### config.mk
export PLATFORM = sky130hd
export DESIGN_NAME = cbd_decode
export DESIGN_NICKNAME = d
export VERILOG_FILES = /design/src/common/cbd_pkg.sv /design/src/verilog/cbd_skip_eval.sv /design/src/verilog/cbd_decode.sv
export SDC_FILE = /design/constraint.sdc
export NUM_CORES = 1
export LEC_CHECK = 0
export BUFFER_PORTS_ARGS = -buffer_cell sky130_fd_sc_hd__buf_2
export CORE_MARGIN = 10
export CORE_UTILIZATION = 40
export DETAILED_ROUTE_END_ITERATION = 8
export MAX_ROUTING_LAYER = met4
export REMOVE_ABC_BUFFERS = 1
export SYNTH_ARGS = -nofsm -noshare
export SYNTH_HDL_FRONTEND = slang
export SYNTH_HIERARCHICAL = 1
export SYNTH_SLANG_ARGS = --single-unit
### constraint.sdc
create_clock -name clk -period 2.6 [get_ports clk]
set_input_delay 0.13 -clock clk [delete_from_list [all_inputs] [get_ports clk]]
set_output_delay 0.13 -clock clk [all_outputs]
set_load 0.1 [all_outputs]
### src/common/cbd_pkg.sv
// cbd_pkg: constants, carrier types and helpers for the bit, compare,
// branch and call decoder of a small 4-bit core.
// assumes 9-bit program words, an 11-bit program counter (4-bit page,
// 7-bit low part) and a 4-bit data RAM addressed by an external pointer.
package cbd_pkg;

    localparam int PAGE_W      = 4;
    localparam int LOW_W       = 7;
    localparam int DP_W        = 6;
    localparam int STACK_DEPTH = 8;
    localparam int SP_W        = 3;

    typedef logic [8:0] cbd_word_t;
    typedef logic [3:0] cbd_nib_t;

    typedef struct packed {
        logic [PAGE_W-1:0] page;
        logic [LOW_W-1:0]  low;
    } cbd_pc_t;

    // machine context saved when an interrupt is taken
    typedef struct packed {
        logic [DP_W-1:0] dp;
        logic            carry;
        logic            nop_mode;
    } cbd_ctx_t;

    // one-word opcodes (bit ops carry j in the two low bits)
    localparam cbd_word_t OP_BIT_SET    = 9'h05c;
    localparam cbd_word_t OP_BIT_CLR    = 9'h04c;
    localparam cbd_word_t OP_BIT_ZSKIP  = 9'h020;
    localparam cbd_word_t OP_ACC_MEMEQ  = 9'h026;
    localparam cbd_word_t OP_IRET       = 9'h046;
    localparam cbd_word_t OP_RET        = 9'h044;
    localparam cbd_word_t OP_RET_SKIP   = 9'h045;
    localparam cbd_word_t OP_MASK_OFF   = 9'h004;
    localparam cbd_word_t OP_UNMASK     = 9'h005;
    localparam cbd_word_t OP_EXT_TEST   = 9'h08f;
    // first words of two-word instructions (page in low nibble where given)
    localparam cbd_word_t OP_ACC_IMMEQ  = 9'h025;
    localparam cbd_word_t OP_FAR_JUMP   = 9'h030;
    localparam cbd_word_t OP_JUMP_IDX   = 9'h001;
    localparam cbd_word_t OP_FJUMP_IDX  = 9'h010;
    localparam cbd_word_t OP_FAR_CALL   = 9'h070;
    localparam cbd_word_t OP_FCALL_IDX  = 9'h050;
    // two top bits of a word that carries a 7-bit address
    localparam logic [1:0] TAG_JUMP     = 2'h3;
    localparam logic [1:0] TAG_CALL     = 2'h2;

    localparam logic [PAGE_W-1:0] CALL_PAGE = 4'h2;
    localparam cbd_pc_t PC_RESET    = 11'h000;
    // interrupt entry point; plain default, set by the core integration
    localparam cbd_pc_t IRQ_VECTOR  = 11'h080;

    typedef enum logic [1:0] {
        ST_EXEC     = 2'h0,
        ST_WORD2    = 2'h1,
        ST_SKIP2    = 2'h3,
        ST_RET_WAIT = 2'h2
    } cbd_state_t;

    typedef enum logic [2:0] {
        SK_NONE, SK_BIT_ZERO, SK_ACC_MEM, SK_ACC_IMM, SK_EXT_FLAG
    } cbd_skip_kind_t;

    function automatic logic cbd_two_word(input cbd_word_t w);
        return (w == OP_ACC_IMMEQ) || (w[8:4] == OP_FAR_JUMP[8:4]) ||
               (w == OP_JUMP_IDX) || (w == OP_FJUMP_IDX) ||
               (w[8:4] == OP_FAR_CALL[8:4]) || (w == OP_FCALL_IDX);
    endfunction

    function automatic cbd_nib_t cbd_bit_mask(input logic [1:0] j);
        return cbd_nib_t'(4'h1 << j);
    endfunction

    function automatic cbd_pc_t cbd_pc_inc(input cbd_pc_t pc);
        return cbd_pc_t'(pc + 11'h001);
    endfunction

endpackage

### src/verilog/cbd_skip_eval.sv
// cbd_skip_eval: evaluates the skip condition of a compare or test word.
// purely combinational; the caller registers the result.
`timescale 1ns/1ps
module cbd_skip_eval import cbd_pkg::*; (
    input  cbd_skip_kind_t kind,
    input  logic [1:0]     bit_sel,
    input  cbd_nib_t       imm,
    input  cbd_nib_t       acc,
    input  cbd_nib_t       ram_rdata,
    input  logic           ext_flag,
    output logic           hit
);
    always_comb begin
        case (kind)
            SK_BIT_ZERO: hit = ~ram_rdata[bit_sel];
            SK_ACC_MEM:  hit = (acc == ram_rdata);
            SK_ACC_IMM:  hit = (acc == imm);
            SK_EXT_FLAG: hit = ext_flag;
            default:     hit = 1'b0;
        endcase
    end
endmodule // cbd_skip_eval

### src/verilog/cbd_decode.sv
// cbd_decode: decode and execute of bit, compare, branch, call, return and
// interrupt-control words of a 4-bit core; owns pc, return stack, skip state.
// assumes rom returns the word at pc_r in the same cycle (instr_valid marks it)
// and ram_rdata is the nibble at the external data pointer.
`timescale 1ns/1ps
module cbd_decode import cbd_pkg::*; (
    input  wire logic           clk,
    input  wire logic           rst_n,
    input  wire logic           instr_valid,
    input  wire cbd_word_t      instr,
    input  wire cbd_nib_t       acc,
    input  wire cbd_nib_t       ram_rdata,
    input  wire logic           ext_irq_event,
    input  wire logic           irq_take,
    input  wire cbd_ctx_t       ctx_now,
    output cbd_pc_t             pc_r,
    output logic [SP_W-1:0]     sp_r,
    output logic                ram_we_r,
    output cbd_nib_t            ram_wdata_r,
    output logic                irq_enable_r,
    output logic                ext_flag_r,
    output logic                skip_r,
    output logic                ctx_restore_r,
    output cbd_ctx_t            ctx_out_r
);
    cbd_state_t     state_r, state_nxt;
    cbd_pc_t        pc_nxt;
    logic [SP_W-1:0] sp_nxt;
    cbd_pc_t        stack_r [STACK_DEPTH];
    cbd_pc_t        stack_nxt [STACK_DEPTH];
    cbd_word_t      first_r, first_nxt;
    logic           skip_nxt, ram_we_nxt, irq_enable_flag_nxt, ext_nxt, restore_nxt;
    cbd_nib_t       ram_wdata_nxt;
    cbd_ctx_t       ctx_out_nxt, saved_ctx_r, saved_ctx_nxt;
    logic           saved_skip_r, saved_skip_nxt;
    cbd_skip_kind_t skip_kind;
    logic           skip_hit;
    logic           push_en;
    cbd_pc_t        push_val;
    logic [SP_W-1:0] sp_dec;

    assign sp_dec = sp_r - SP_W'(1);

    cbd_skip_eval u_skip (
        .kind      (skip_kind),
        .bit_sel   (instr[1:0]),
        .imm       (instr[3:0]),
        .acc       (acc),
        .ram_rdata (ram_rdata),
        .ext_flag  (ext_flag_r),
        .hit       (skip_hit)
    );

    always_comb begin
        state_nxt      = state_r;
        pc_nxt         = pc_r;
        sp_nxt         = sp_r;
        first_nxt      = first_r;
        skip_nxt       = skip_r;
        ram_we_nxt     = 1'b0;
        ram_wdata_nxt  = ram_wdata_r;
        irq_enable_flag_nxt       = irq_enable_r;
        ext_nxt        = ext_flag_r;
        restore_nxt    = 1'b0;
        ctx_out_nxt    = ctx_out_r;
        saved_ctx_nxt  = saved_ctx_r;
        saved_skip_nxt = saved_skip_r;
        skip_kind      = SK_NONE;
        push_en        = 1'b0;
        push_val       = cbd_pc_inc(pc_r);
        if (irq_take && state_r == ST_EXEC) begin
            // the word at pc_r is not executed; it is resumed on return
            push_en        = 1'b1;
            push_val       = pc_r;
            pc_nxt         = IRQ_VECTOR;
            irq_enable_flag_nxt       = 1'b0;
            saved_ctx_nxt  = ctx_now;
            saved_skip_nxt = skip_r;
            skip_nxt       = 1'b0;
        end else begin
            case (state_r)
                ST_EXEC: begin
                    if (instr_valid) begin
                        pc_nxt = cbd_pc_inc(pc_r);
                        if (skip_r) begin
                            skip_nxt = 1'b0;
                            if (cbd_two_word(instr)) begin
                                state_nxt = ST_SKIP2;
                            end
                        end else if (cbd_two_word(instr)) begin
                            first_nxt = instr;
                            state_nxt = ST_WORD2;
                        end else if (instr[8:7] == TAG_JUMP) begin
                            pc_nxt.low = instr[6:0];
                        end else if (instr[8:7] == TAG_CALL) begin
                            push_en     = 1'b1;
                            pc_nxt.page = CALL_PAGE;
                            pc_nxt.low  = instr[6:0];
                        end else if (instr[8:2] == OP_BIT_SET[8:2]) begin
                            ram_we_nxt    = 1'b1;
                            ram_wdata_nxt = ram_rdata | cbd_bit_mask(instr[1:0]);
                        end else if (instr[8:2] == OP_BIT_CLR[8:2]) begin
                            ram_we_nxt    = 1'b1;
                            ram_wdata_nxt = ram_rdata & ~cbd_bit_mask(instr[1:0]);
                        end else if (instr[8:2] == OP_BIT_ZSKIP[8:2]) begin
                            skip_kind = SK_BIT_ZERO;
                        end else if (instr == OP_ACC_MEMEQ) begin
                            skip_kind = SK_ACC_MEM;
                        end else if (instr == OP_EXT_TEST) begin
                            skip_kind = SK_EXT_FLAG;
                            ext_nxt   = 1'b0;
                        end else if (instr == OP_IRET) begin
                            pc_nxt      = stack_r[sp_dec];
                            sp_nxt      = sp_dec;
                            restore_nxt = 1'b1;
                            ctx_out_nxt = saved_ctx_r;
                            skip_nxt    = saved_skip_r;
                        end else if (instr == OP_RET || instr == OP_RET_SKIP) begin
                            pc_nxt    = stack_r[sp_dec];
                            sp_nxt    = sp_dec;
                            state_nxt = ST_RET_WAIT;
                            skip_nxt  = (instr == OP_RET_SKIP);
                        end else if (instr == OP_MASK_OFF) begin
                            irq_enable_flag_nxt = 1'b0;
                        end else if (instr == OP_UNMASK) begin
                            irq_enable_flag_nxt = 1'b1;
                        end
                        if (skip_hit) begin
                            skip_nxt = 1'b1;
                        end
                    end
                end
                ST_WORD2: begin
                    if (instr_valid) begin
                        pc_nxt    = cbd_pc_inc(pc_r);
                        state_nxt = ST_EXEC;
                        if (first_r == OP_ACC_IMMEQ) begin
                            skip_kind = SK_ACC_IMM;
                            skip_nxt  = skip_hit;
                        end else if (first_r[8:4] == OP_FAR_JUMP[8:4]) begin
                            pc_nxt = {first_r[3:0], instr[6:0]};
                        end else if (first_r == OP_JUMP_IDX) begin
                            pc_nxt.low = {instr[6:4], acc};
                        end else if (first_r == OP_FJUMP_IDX) begin
                            pc_nxt = {instr[3:0], instr[6:4], acc};
                        end else if (first_r[8:4] == OP_FAR_CALL[8:4]) begin
                            push_en = 1'b1;
                            pc_nxt  = {first_r[3:0], instr[6:0]};
                        end else if (first_r == OP_FCALL_IDX) begin
                            push_en = 1'b1;
                            pc_nxt  = {instr[3:0], instr[6:4], acc};
                        end
                    end
                end
                ST_SKIP2: begin
                    if (instr_valid) begin
                        pc_nxt    = cbd_pc_inc(pc_r);
                        state_nxt = ST_EXEC;
                    end
                end
                ST_RET_WAIT: begin
                    // second cycle of a return or return-with-skip: the fetched word is ignored
                    state_nxt = ST_EXEC;
                end
                default: begin
                    state_nxt = ST_EXEC;
                end
            endcase
        end
        if (push_en) begin
            sp_nxt = sp_r + SP_W'(1);
        end
        // a new external event wins over a same-cycle clear
        if (ext_irq_event) begin
            ext_nxt = 1'b1;
        end
    end

    always_comb begin
        for (int i = 0; i < STACK_DEPTH; i++) begin
            stack_nxt[i] = stack_r[i];
        end
        // overflow wraps and overwrites the oldest entry; software must not nest deeper
        if (push_en) begin
            stack_nxt[sp_r] = push_val;
        end
    end

    always_ff @(posedge clk) begin
        if (!rst_n) begin
            state_r      <= ST_EXEC;
            pc_r         <= PC_RESET;
            sp_r         <= '0;
            first_r      <= '0;
            skip_r       <= 1'b0;
            ram_we_r     <= 1'b0;
            ram_wdata_r  <= '0;
            irq_enable_r <= 1'b0;
            ext_flag_r   <= 1'b0;
            ctx_restore_r <= 1'b0;
            ctx_out_r    <= '0;
            saved_ctx_r  <= '0;
            saved_skip_r <= 1'b0;
            for (int i = 0; i < STACK_DEPTH; i++) begin
                stack_r[i] <= PC_RESET;
            end
        end else begin
            state_r      <= state_nxt;
            pc_r         <= pc_nxt;
            sp_r         <= sp_nxt;
            first_r      <= first_nxt;
            skip_r       <= skip_nxt;
            ram_we_r     <= ram_we_nxt;
            ram_wdata_r  <= ram_wdata_nxt;
            irq_enable_r <= irq_enable_flag_nxt;
            ext_flag_r   <= ext_nxt;
            ctx_restore_r <= restore_nxt;
            ctx_out_r    <= ctx_out_nxt;
            saved_ctx_r  <= saved_ctx_nxt;
            saved_skip_r <= saved_skip_nxt;
            for (int i = 0; i < STACK_DEPTH; i++) begin
                stack_r[i] <= stack_nxt[i];
            end
        end
    end

    // helper terms for the checks below
    logic exec1;
    logic sel_bit;
    logic [PAGE_W-1:0] page_now;
    assign exec1    = (state_r == ST_EXEC) && instr_valid && !skip_r && !irq_take;
    assign sel_bit  = ram_rdata[instr[1:0]];
    assign page_now = pc_r.page;

    a_bit_set_val: assert property (@(posedge clk) disable iff (!rst_n)
        exec1 && instr[8:2] == OP_BIT_SET[8:2] |=> ram_we_r &&
        ram_wdata_r[$past(instr[1:0])] && ram_wdata_r[3] == ($past(instr[1:0]) == 2'h3 ||
        $past(ram_rdata[3])))
        else $error("bit set result wrong");
    a_bit_clr_val: assert property (@(posedge clk) disable iff (!rst_n)
        exec1 && instr[8:2] == OP_BIT_CLR[8:2] |=> ram_we_r && !ram_wdata_r[$past(instr[1:0])])
        else $error("bit clear result wrong");
    a_zero_skip: assert property (@(posedge clk) disable iff (!rst_n)
        exec1 && instr[8:2] == OP_BIT_ZSKIP[8:2] |=> skip_r == !$past(sel_bit))
        else $error("bit zero skip wrong");
    a_mem_eq_skip: assert property (@(posedge clk) disable iff (!rst_n)
        exec1 && instr == OP_ACC_MEMEQ |=> skip_r == ($past(acc) == $past(ram_rdata)))
        else $error("acc mem compare skip wrong");
    a_local_jump: assert property (@(posedge clk) disable iff (!rst_n)
        exec1 && instr[8:7] == TAG_JUMP |=> page_now == $past(page_now) &&
        pc_r.low == $past(instr[6:0]))
        else $error("local jump target wrong");
    a_call_two: assert property (@(posedge clk) disable iff (!rst_n)
        exec1 && instr[8:7] == TAG_CALL |=> page_now == CALL_PAGE &&
        sp_r == $past(sp_r) + SP_W'(1) && state_r == ST_EXEC)
        else $error("page two call wrong");
    a_ret_cycles: assert property (@(posedge clk) disable iff (!rst_n)
        exec1 && instr == OP_RET |=> state_r == ST_RET_WAIT ##1 state_r == ST_EXEC)
        else $error("plain return not two cycles");
    a_ext_clear: assert property (@(posedge clk) disable iff (!rst_n)
        exec1 && instr == OP_EXT_TEST && ext_flag_r && !ext_irq_event |=> skip_r && !ext_flag_r)
        else $error("external flag test wrong");
    a_mask_off: assert property (@(posedge clk) disable iff (!rst_n)
        exec1 && instr == OP_MASK_OFF |=> !irq_enable_r)
        else $error("interrupt enable not cleared");
    a_skip_noop: assert property (@(posedge clk) disable iff (!rst_n)
        state_r == ST_EXEC && instr_valid && skip_r && !irq_take |=>
        $stable(sp_r) && !ram_we_r && $stable(irq_enable_r) && !skip_r)
        else $error("skipped word had an effect");
endmodule // cbd_decode

==> flow_summary.toml, run 1 <==
[placement]
placed_area_um2 = 8474
place_ws_ps = -93.56
gp_congestion = 0.8992
place_inst = 1131
portBuffers = 60
dp_hpwl_um = 15540

[global_routing]
antenna_found_initial = 0
grt.total_usage = 0.1815
grt_max_degree = 70
grt_pass1_vias = 6346
grt_pass1_wl_um = 34870
overflow = 0

[drt]
wl_met3_um = 1085
via_count = 6475
viasPerCell = 5.529
wl_per_cell_um = 18.61
first_pass_iters = 5
met1Wirelength_um = 10130
wl_met2_um = 10280
drt_wl_total_um = 21800
drt_iter0_drc = 417
ant_nets = 0
drc = 0
top_layer = "met4"

[logic_synthesis]
synth_area_leaders = "dfxtp_1, mux2i_1, nand2_1, mux4_2, nor2b_1"
async_flop_share = 0
synth_edf_count = 0
netlist_area_um2 = 7522
synth_cell_type_count = 72
synth_commonest_cells = "nand2_1, dfxtp_1, mux2i_1"
synthFlopType = "dfxtp_1"
avgSynthCellArea_um2 = 9.275
synth-seq-cells = 139
synth_top_area_share = 0.3699
syn_inst = 811
seq_area_frac_synth = 0.3699
yosys_warnings = 6
yosysMostFrequentCell = "nand2_1"
yosysTopAreaCell = "dfxtp_1"

[power]
leakagePower_uw = 0.003498
ir_drop_v = 0.0004698
total_power_uw = 5527
power_density_nw_per_um2 = 599.3

[clock_network]
path_clk_slew_ps = 60
cts_tree = "built"
cts_root_buf = "clkbuf_16"
cts_inserted_buffers = 17
clock_latency_ps = 430
cts.sinks = 139
max-clock-path-buffers = 2
htree_levels = 4

[sta]
min_period_ps = 2450
setup_viol = 0
timing.final.ws_setup_ps = 150.1
fmaxAchievable_mhz = 408.2
drv_slew = 0
fin_crit_sh = 0.9423
fin_skew_ps = 7.249
relSlewSlack = 0.6448
worst_slew_pin_slew_ps = 525.9
final-hold-violation-count = 0

[floorplanning]
die-area_um2 = 24690
start_util = 0.4048
ioPinCount = 61
fp.dieW_um = 157.1
coreArea_um2 = 18580
die_h_um = 157.1
rows = 50

[critical_path]
crit_required_ps = 2940
cp_cell_sequence = "or3b_1 -> nor3_1 -> and4_1 -> and3b_4 -> a2111oi_4 -> nor3_1 -> o32ai_1 -> a211oi_1 -> a211oi_1"
timing.rr.start = "state_r[1]$_SDFFE_PN0P_"
crit_type = "flip-flop to flip-flop"
slowest_stage = "or3b_1"
reg2reg_to = "skip_r$_SDFFE_PP0P_"
arrival_ps = 2790
crit_fanout = 4
cp_slowest_stage_delay_ps = 390
rrSetupSlack_ps = 150
r2r_cells = 9
end_kind = "flip-flop"
cp-start-kind = "flip-flop"

[hold_path]
hold_start = "ext_irq_event"
whs_path_depth = 3
hold_class = "primary input to flip-flop"
holdPathEnd = "ext_flag_r$_SDFFE_PN0P_"

[final_layout]
fin_area_um2 = 9223
layout-drive-gt1-share = 0.2455
area_delta_synth_final_pct = 22.60
num-nets-final = 957
antenna_cells = 0
stdcell_count = 1171

[job]
cap_violations = 0

[outcome]
status = "completed"
-- how the worst max path moves through the flow --
stage / from / slack (ps) / depth (start not counted) / to
4_1_cts: state_r[1]$_SDFFE_PN0P_ / 100 / 13 / skip_r$_SDFFE_PP0P_
3_3_place_gp: instr[3] / -60 / 13 / skip_r$_SDFFE_PP0P_
2_1_floorplan: sp_r[0]$_SDFFE_PN0P_ / -1760 / 8 / pc_r[0]$_SDFFE_PP0P_
3_5_place_dp: instr[3] / -90 / 13 / skip_r$_SDFFE_PP0P_
5_1_grt: state_r[1]$_SDFFE_PN0P_ / -60 / 13 / skip_r$_SDFFE_PP0P_
6_report: state_r[1]$_SDFFE_PN0P_ / 150 / 9 / skip_r$_SDFFE_PP0P_
-- area by class of cell --
type / count / area, µm²
Fill cell: 1720 / 9358
Timing Repair Buffer: 149 / 1003
Tap cell: 234 / 292.8
Clock inverter: 14 / 182.7
Multi-Input combinational cell: 603 / 4467
Sequential cell: 139 / 2785
Inverter: 14 / 52.55
Clock buffer: 18 / 439.2
-- cells in the final DEF (no fill, tap or decap), drive strengths merged, types with 4 or more instances in the layout --
cell | netlist | routed
mux2 | 6 | 6
mux2i | 111 | 111
clkbuf | 34 | 18
nor2 | 36 | 36
nand2b | 5 | 5
xor2 | 9 | 9
o211ai | 6 | 6
and2b | 4 | 4
nand2 | 160 | 160
and4 | 5 | 5
nor3 | 19 | 19
a21oi | 14 | 14
nand4 | 6 | 6
nor2b | 28 | 28
nor4 | 9 | 9
xnor2 | 13 | 13
and2 | 9 | 9
inv | 13 | 19
mux4 | 23 | 23
o21ai | 23 | 23
clkinv | 1 | 4
dlygate4sd3 | 0 | 8
nor3b | 5 | 5
o2111ai | 5 | 5
o22ai | 8 | 8
o211a | 4 | 4
or2 | 4 | 4
a31oi | 8 | 8
a211oi | 8 | 8
dfxtp | 139 | 139
buf | 21 | 141
nand3 | 13 | 13
o31ai | 4 | 4
a21boi | 11 | 11
-- power by group --
part | total (µW) | switching [µW] | internal (µW)
logic | 761 | 483 | 278
clock network | 2570 | 1010 | 1560
registers | 2190 | 28.1 | 2170
-- repair_timing --
item                                    in CTS  in global routing
endpoints found under the setup margin       0                  1
buffers inserted                             0                  0
gates resized for setup                      0                  9
hold buffers                                 8                  0
endpoints found under the hold margin        8                  0
-- routing by layer --
metal / track usage / up-vias
li1: - / 3121
met1: 0.2298 / 3149
met2: 0.2901 / 177
met3: 0.03466 / 28
met4: 0.05209 / 0
met5: - / -
-- kinds of logic (layout without fill, tap and decap cells) --
group / count (synthesis) / in the layout / share of synthesized area
simple gates: 321 / 321 / 0.2174
mux: 140 / 140 / 0.2255
flops: 139 / 139 / 0.3699
compound gates: 117 / 117 / 0.1143
buf+inv: 69 / 195 / 0.04225
xor+xnor: 22 / 22 / 0.02562
fa+ha+maj: 3 / 3 / 0.004991
-- critical path: cells and delay by family, from the launching register on --
family / cells / cell delay, ps
flip-flops: 1 / 350
AO/OA/AOI/OAI: 4 / 880
AND/OR/NAND/NOR: 5 / 1130
-- through the flow --
stage          setup TNS, ps    util  hold slack [ps]
2_1_floorplan         -39460       -            251.7
3_3_place_gp          -63.51  0.4561            387.2
3_5_place_dp          -93.56  0.4561            395.6
4_1_cts                    0  0.4939            34.59
5_1_grt               -55.18  0.4964            41.13
6_report                   0  0.4964            45.16
-- flip-flops by register name, indices dropped and copies added (netlist names) --
register and count:
sp_r 3, page_now 4, saved_ctx_r 8, first_r 9, skip_r 1, irq_enable_r 1
ram_wdata_r 4, saved_skip_r 1, pc_r 7, ctx_out_r 8, state_r 2, ext_flag_r 1
ram_we_r 1, stack_r 88, ctx_restore_r 1
No activity file was read; power rests on OpenSTA's default activity.
==> run 2, diff against run 1 <==
--- a/config.mk
+++ b/config.mk
@@ -8,6 +8,7 @@
 export BUFFER_PORTS_ARGS = -buffer_cell sky130_fd_sc_hd__buf_2
 export CORE_MARGIN = 10
 export CORE_UTILIZATION = 40
+export CTS_BUF_LIST = sky130_fd_sc_hd__clkbuf_2
 export DETAILED_ROUTE_END_ITERATION = 8
 export MAX_ROUTING_LAYER = met4
 export REMOVE_ABC_BUFFERS = 1
==> flow_summary.toml, run 2 (synthesis gave the netlist of run 1 again) <==
[outcome]
status = "completed"

[power]
ir_drop_v = 0.0003372
power_density_nw_per_um2 = 483.6
total_power_uw = 4438
leakagePower_uw = 0.003480

[clock_network]
max-clock-path-buffers = 2
cts_inserted_buffers = 17
path_clk_slew_ps = 220
cts_tree = "built"
cts_root_buf = "clkbuf_2"
clock_latency_ps = 740
cts.sinks = 139
htree_levels = 4

[floorplanning]
ioPinCount = 61
die-area_um2 = 24690
die_h_um = 157.1
fp.dieW_um = 157.1
coreArea_um2 = 18580
start_util = 0.4048
rows = 50

[sta]
fin_skew_ps = 27.15
relSlewSlack = 0.6229
min_period_ps = 2525
fin_crit_sh = 0.9710
timing.final.ws_setup_ps = 75.50
setup_viol = 0
final-hold-violation-count = 0
fmaxAchievable_mhz = 396.1
rsz0062_at_grt = "true"
worst_slew_pin_slew_ps = 565.1
drv_slew = 0

[critical_path]
reg2reg_to = "skip_r$_SDFFE_PP0P_"
crit_fanout = 7
crit_required_ps = 3260
cp-start-kind = "primary input"
crit_type = "primary input to flip-flop"
endpoint = "skip_r$_SDFFE_PP0P_"
r2r_cells = 13
rrSetupSlack_ps = 120
arrival_ps = 3180
end_kind = "flip-flop"
timing.rr.start = "state_r[0]$_SDFFE_PN0P_"
startpoint = "instr[4]"

[global_routing]
antenna_found_initial = 0
grt_pass1_wl_um = 34990
grt_pass1_vias = 6476
overflow = 0
grt_max_degree = 70
grt.total_usage = 0.1815

[placement]
dp_hpwl_um = 15540
gp_congestion = 0.8992
place_ws_ps = -93.56
portBuffers = 60

[drt]
drc = 0
wl_per_cell_um = 18.09
via_count = 6516
drt_iter0_drc = 424
ant_nets = 0
drt_wl_total_um = 21750
viasPerCell = 5.421
first_pass_iters = 5

[final_layout]
num-nets-final = 988
largest_reg_flops = 88
reg_top3 = "stack_r (88), first_r (9)"
final_cell_mix = "nand2_1, dfxtp_1, mux2i_1"
layout_commonest_cell = "nand2_1"
antenna_cells = 0
layout-drive-gt1-share = 0.2397
top_register = "stack_r"
area_delta_synth_final_pct = 21.99

[job]
cap_violations = 0

[hold_path]
hold_class = "primary input to flip-flop"
run 2: worst max-delay path, cell delays in order:
cell           delay, ps
dlygate4sd3_1        530
buf_2                130
buf_4                160
nor4_1               440
nand2_1              140
nor4_2               250
a41oi_1              150
nor2_1               160
buf_4                150
nand4b_1             100
nor4_1               220
nor3_1                90
o32ai_1              250
a211oi_1              80
a211oi_1             200
run 2: cell type report:
class                           instances  area [µm²]
Multi-Input combinational cell        603        4463
Fill cell                            1740        9404
Tap cell                              234       292.8
Clock inverter                         15       186.4
Inverter                               14       52.55
Sequential cell                       139        2785
Timing Repair Buffer                  180        1311
Clock buffer                           17       85.08
run 2: worst min-delay path by stage:
stage,startpoint,endpoint,slack (ps),depth (start not counted)
final,instr[5],ram_we_r$_SDFF_PP0_,50,5
after global routing,instr[5],ram_we_r$_SDFF_PP0_,9,5
after CTS,instr[7],irq_enable_r$_SDFFE_PP0P_,6,7
after detailed placement,ctx_now[5],saved_ctx_r[5]$_SDFFE_PN0P_,400,3
after global placement,ctx_now[7],saved_ctx_r[7]$_SDFFE_PN0P_,390,3
after floorplan,rst_n,ctx_restore_r$_SDFF_PP0_,250,1
run 2: per-stage QoR:
| stage | hold WS (ps) | TNS [ps] | area [µm²] | utilization | std cells |
|---|---|---|---|---|---|
| final | 46.56 | 0 | 9176 | 0.4939 | 1202 |
| after global routing | 9.329 | -100.1 | 9176 | 0.4939 | 1202 |
| after CTS | 6.457 | 0 | 9126 | 0.4912 | 1201 |
| after detailed placement | 395.6 | -93.56 | 8474 | 0.4561 | 1131 |
| after global placement | 387.2 | -63.51 | 8474 | 0.4561 | 1131 |
| after floorplan | 251.7 | -39460 | 7257 | - | 756 |
run 2: layer usage:
layer,GRT usage,part of all wire,vias up
li1,-,-,3180
met1,0.2267,0.47,3155
met2,0.2883,0.47,149
met3,0.04340,0.048,32
met4,0.05076,0.017,0
met5,-,0,-
run 2: repair_timing:
action	4_1_cts	5_1_grt
setup buffers	0	1
hold buffers	38	1
resized for setup	0	9
endpoints found under the setup margin	0	5
hold endpoints to repair	62	1
run 2: power by group:
group	internal [µW]	leakage, µW	switching [µW]	total (µW)
Sequential	2170	0.00112	28.0	2200
Combinational	303	0.00220	487	790
Clock	557	0.000156	891	1450
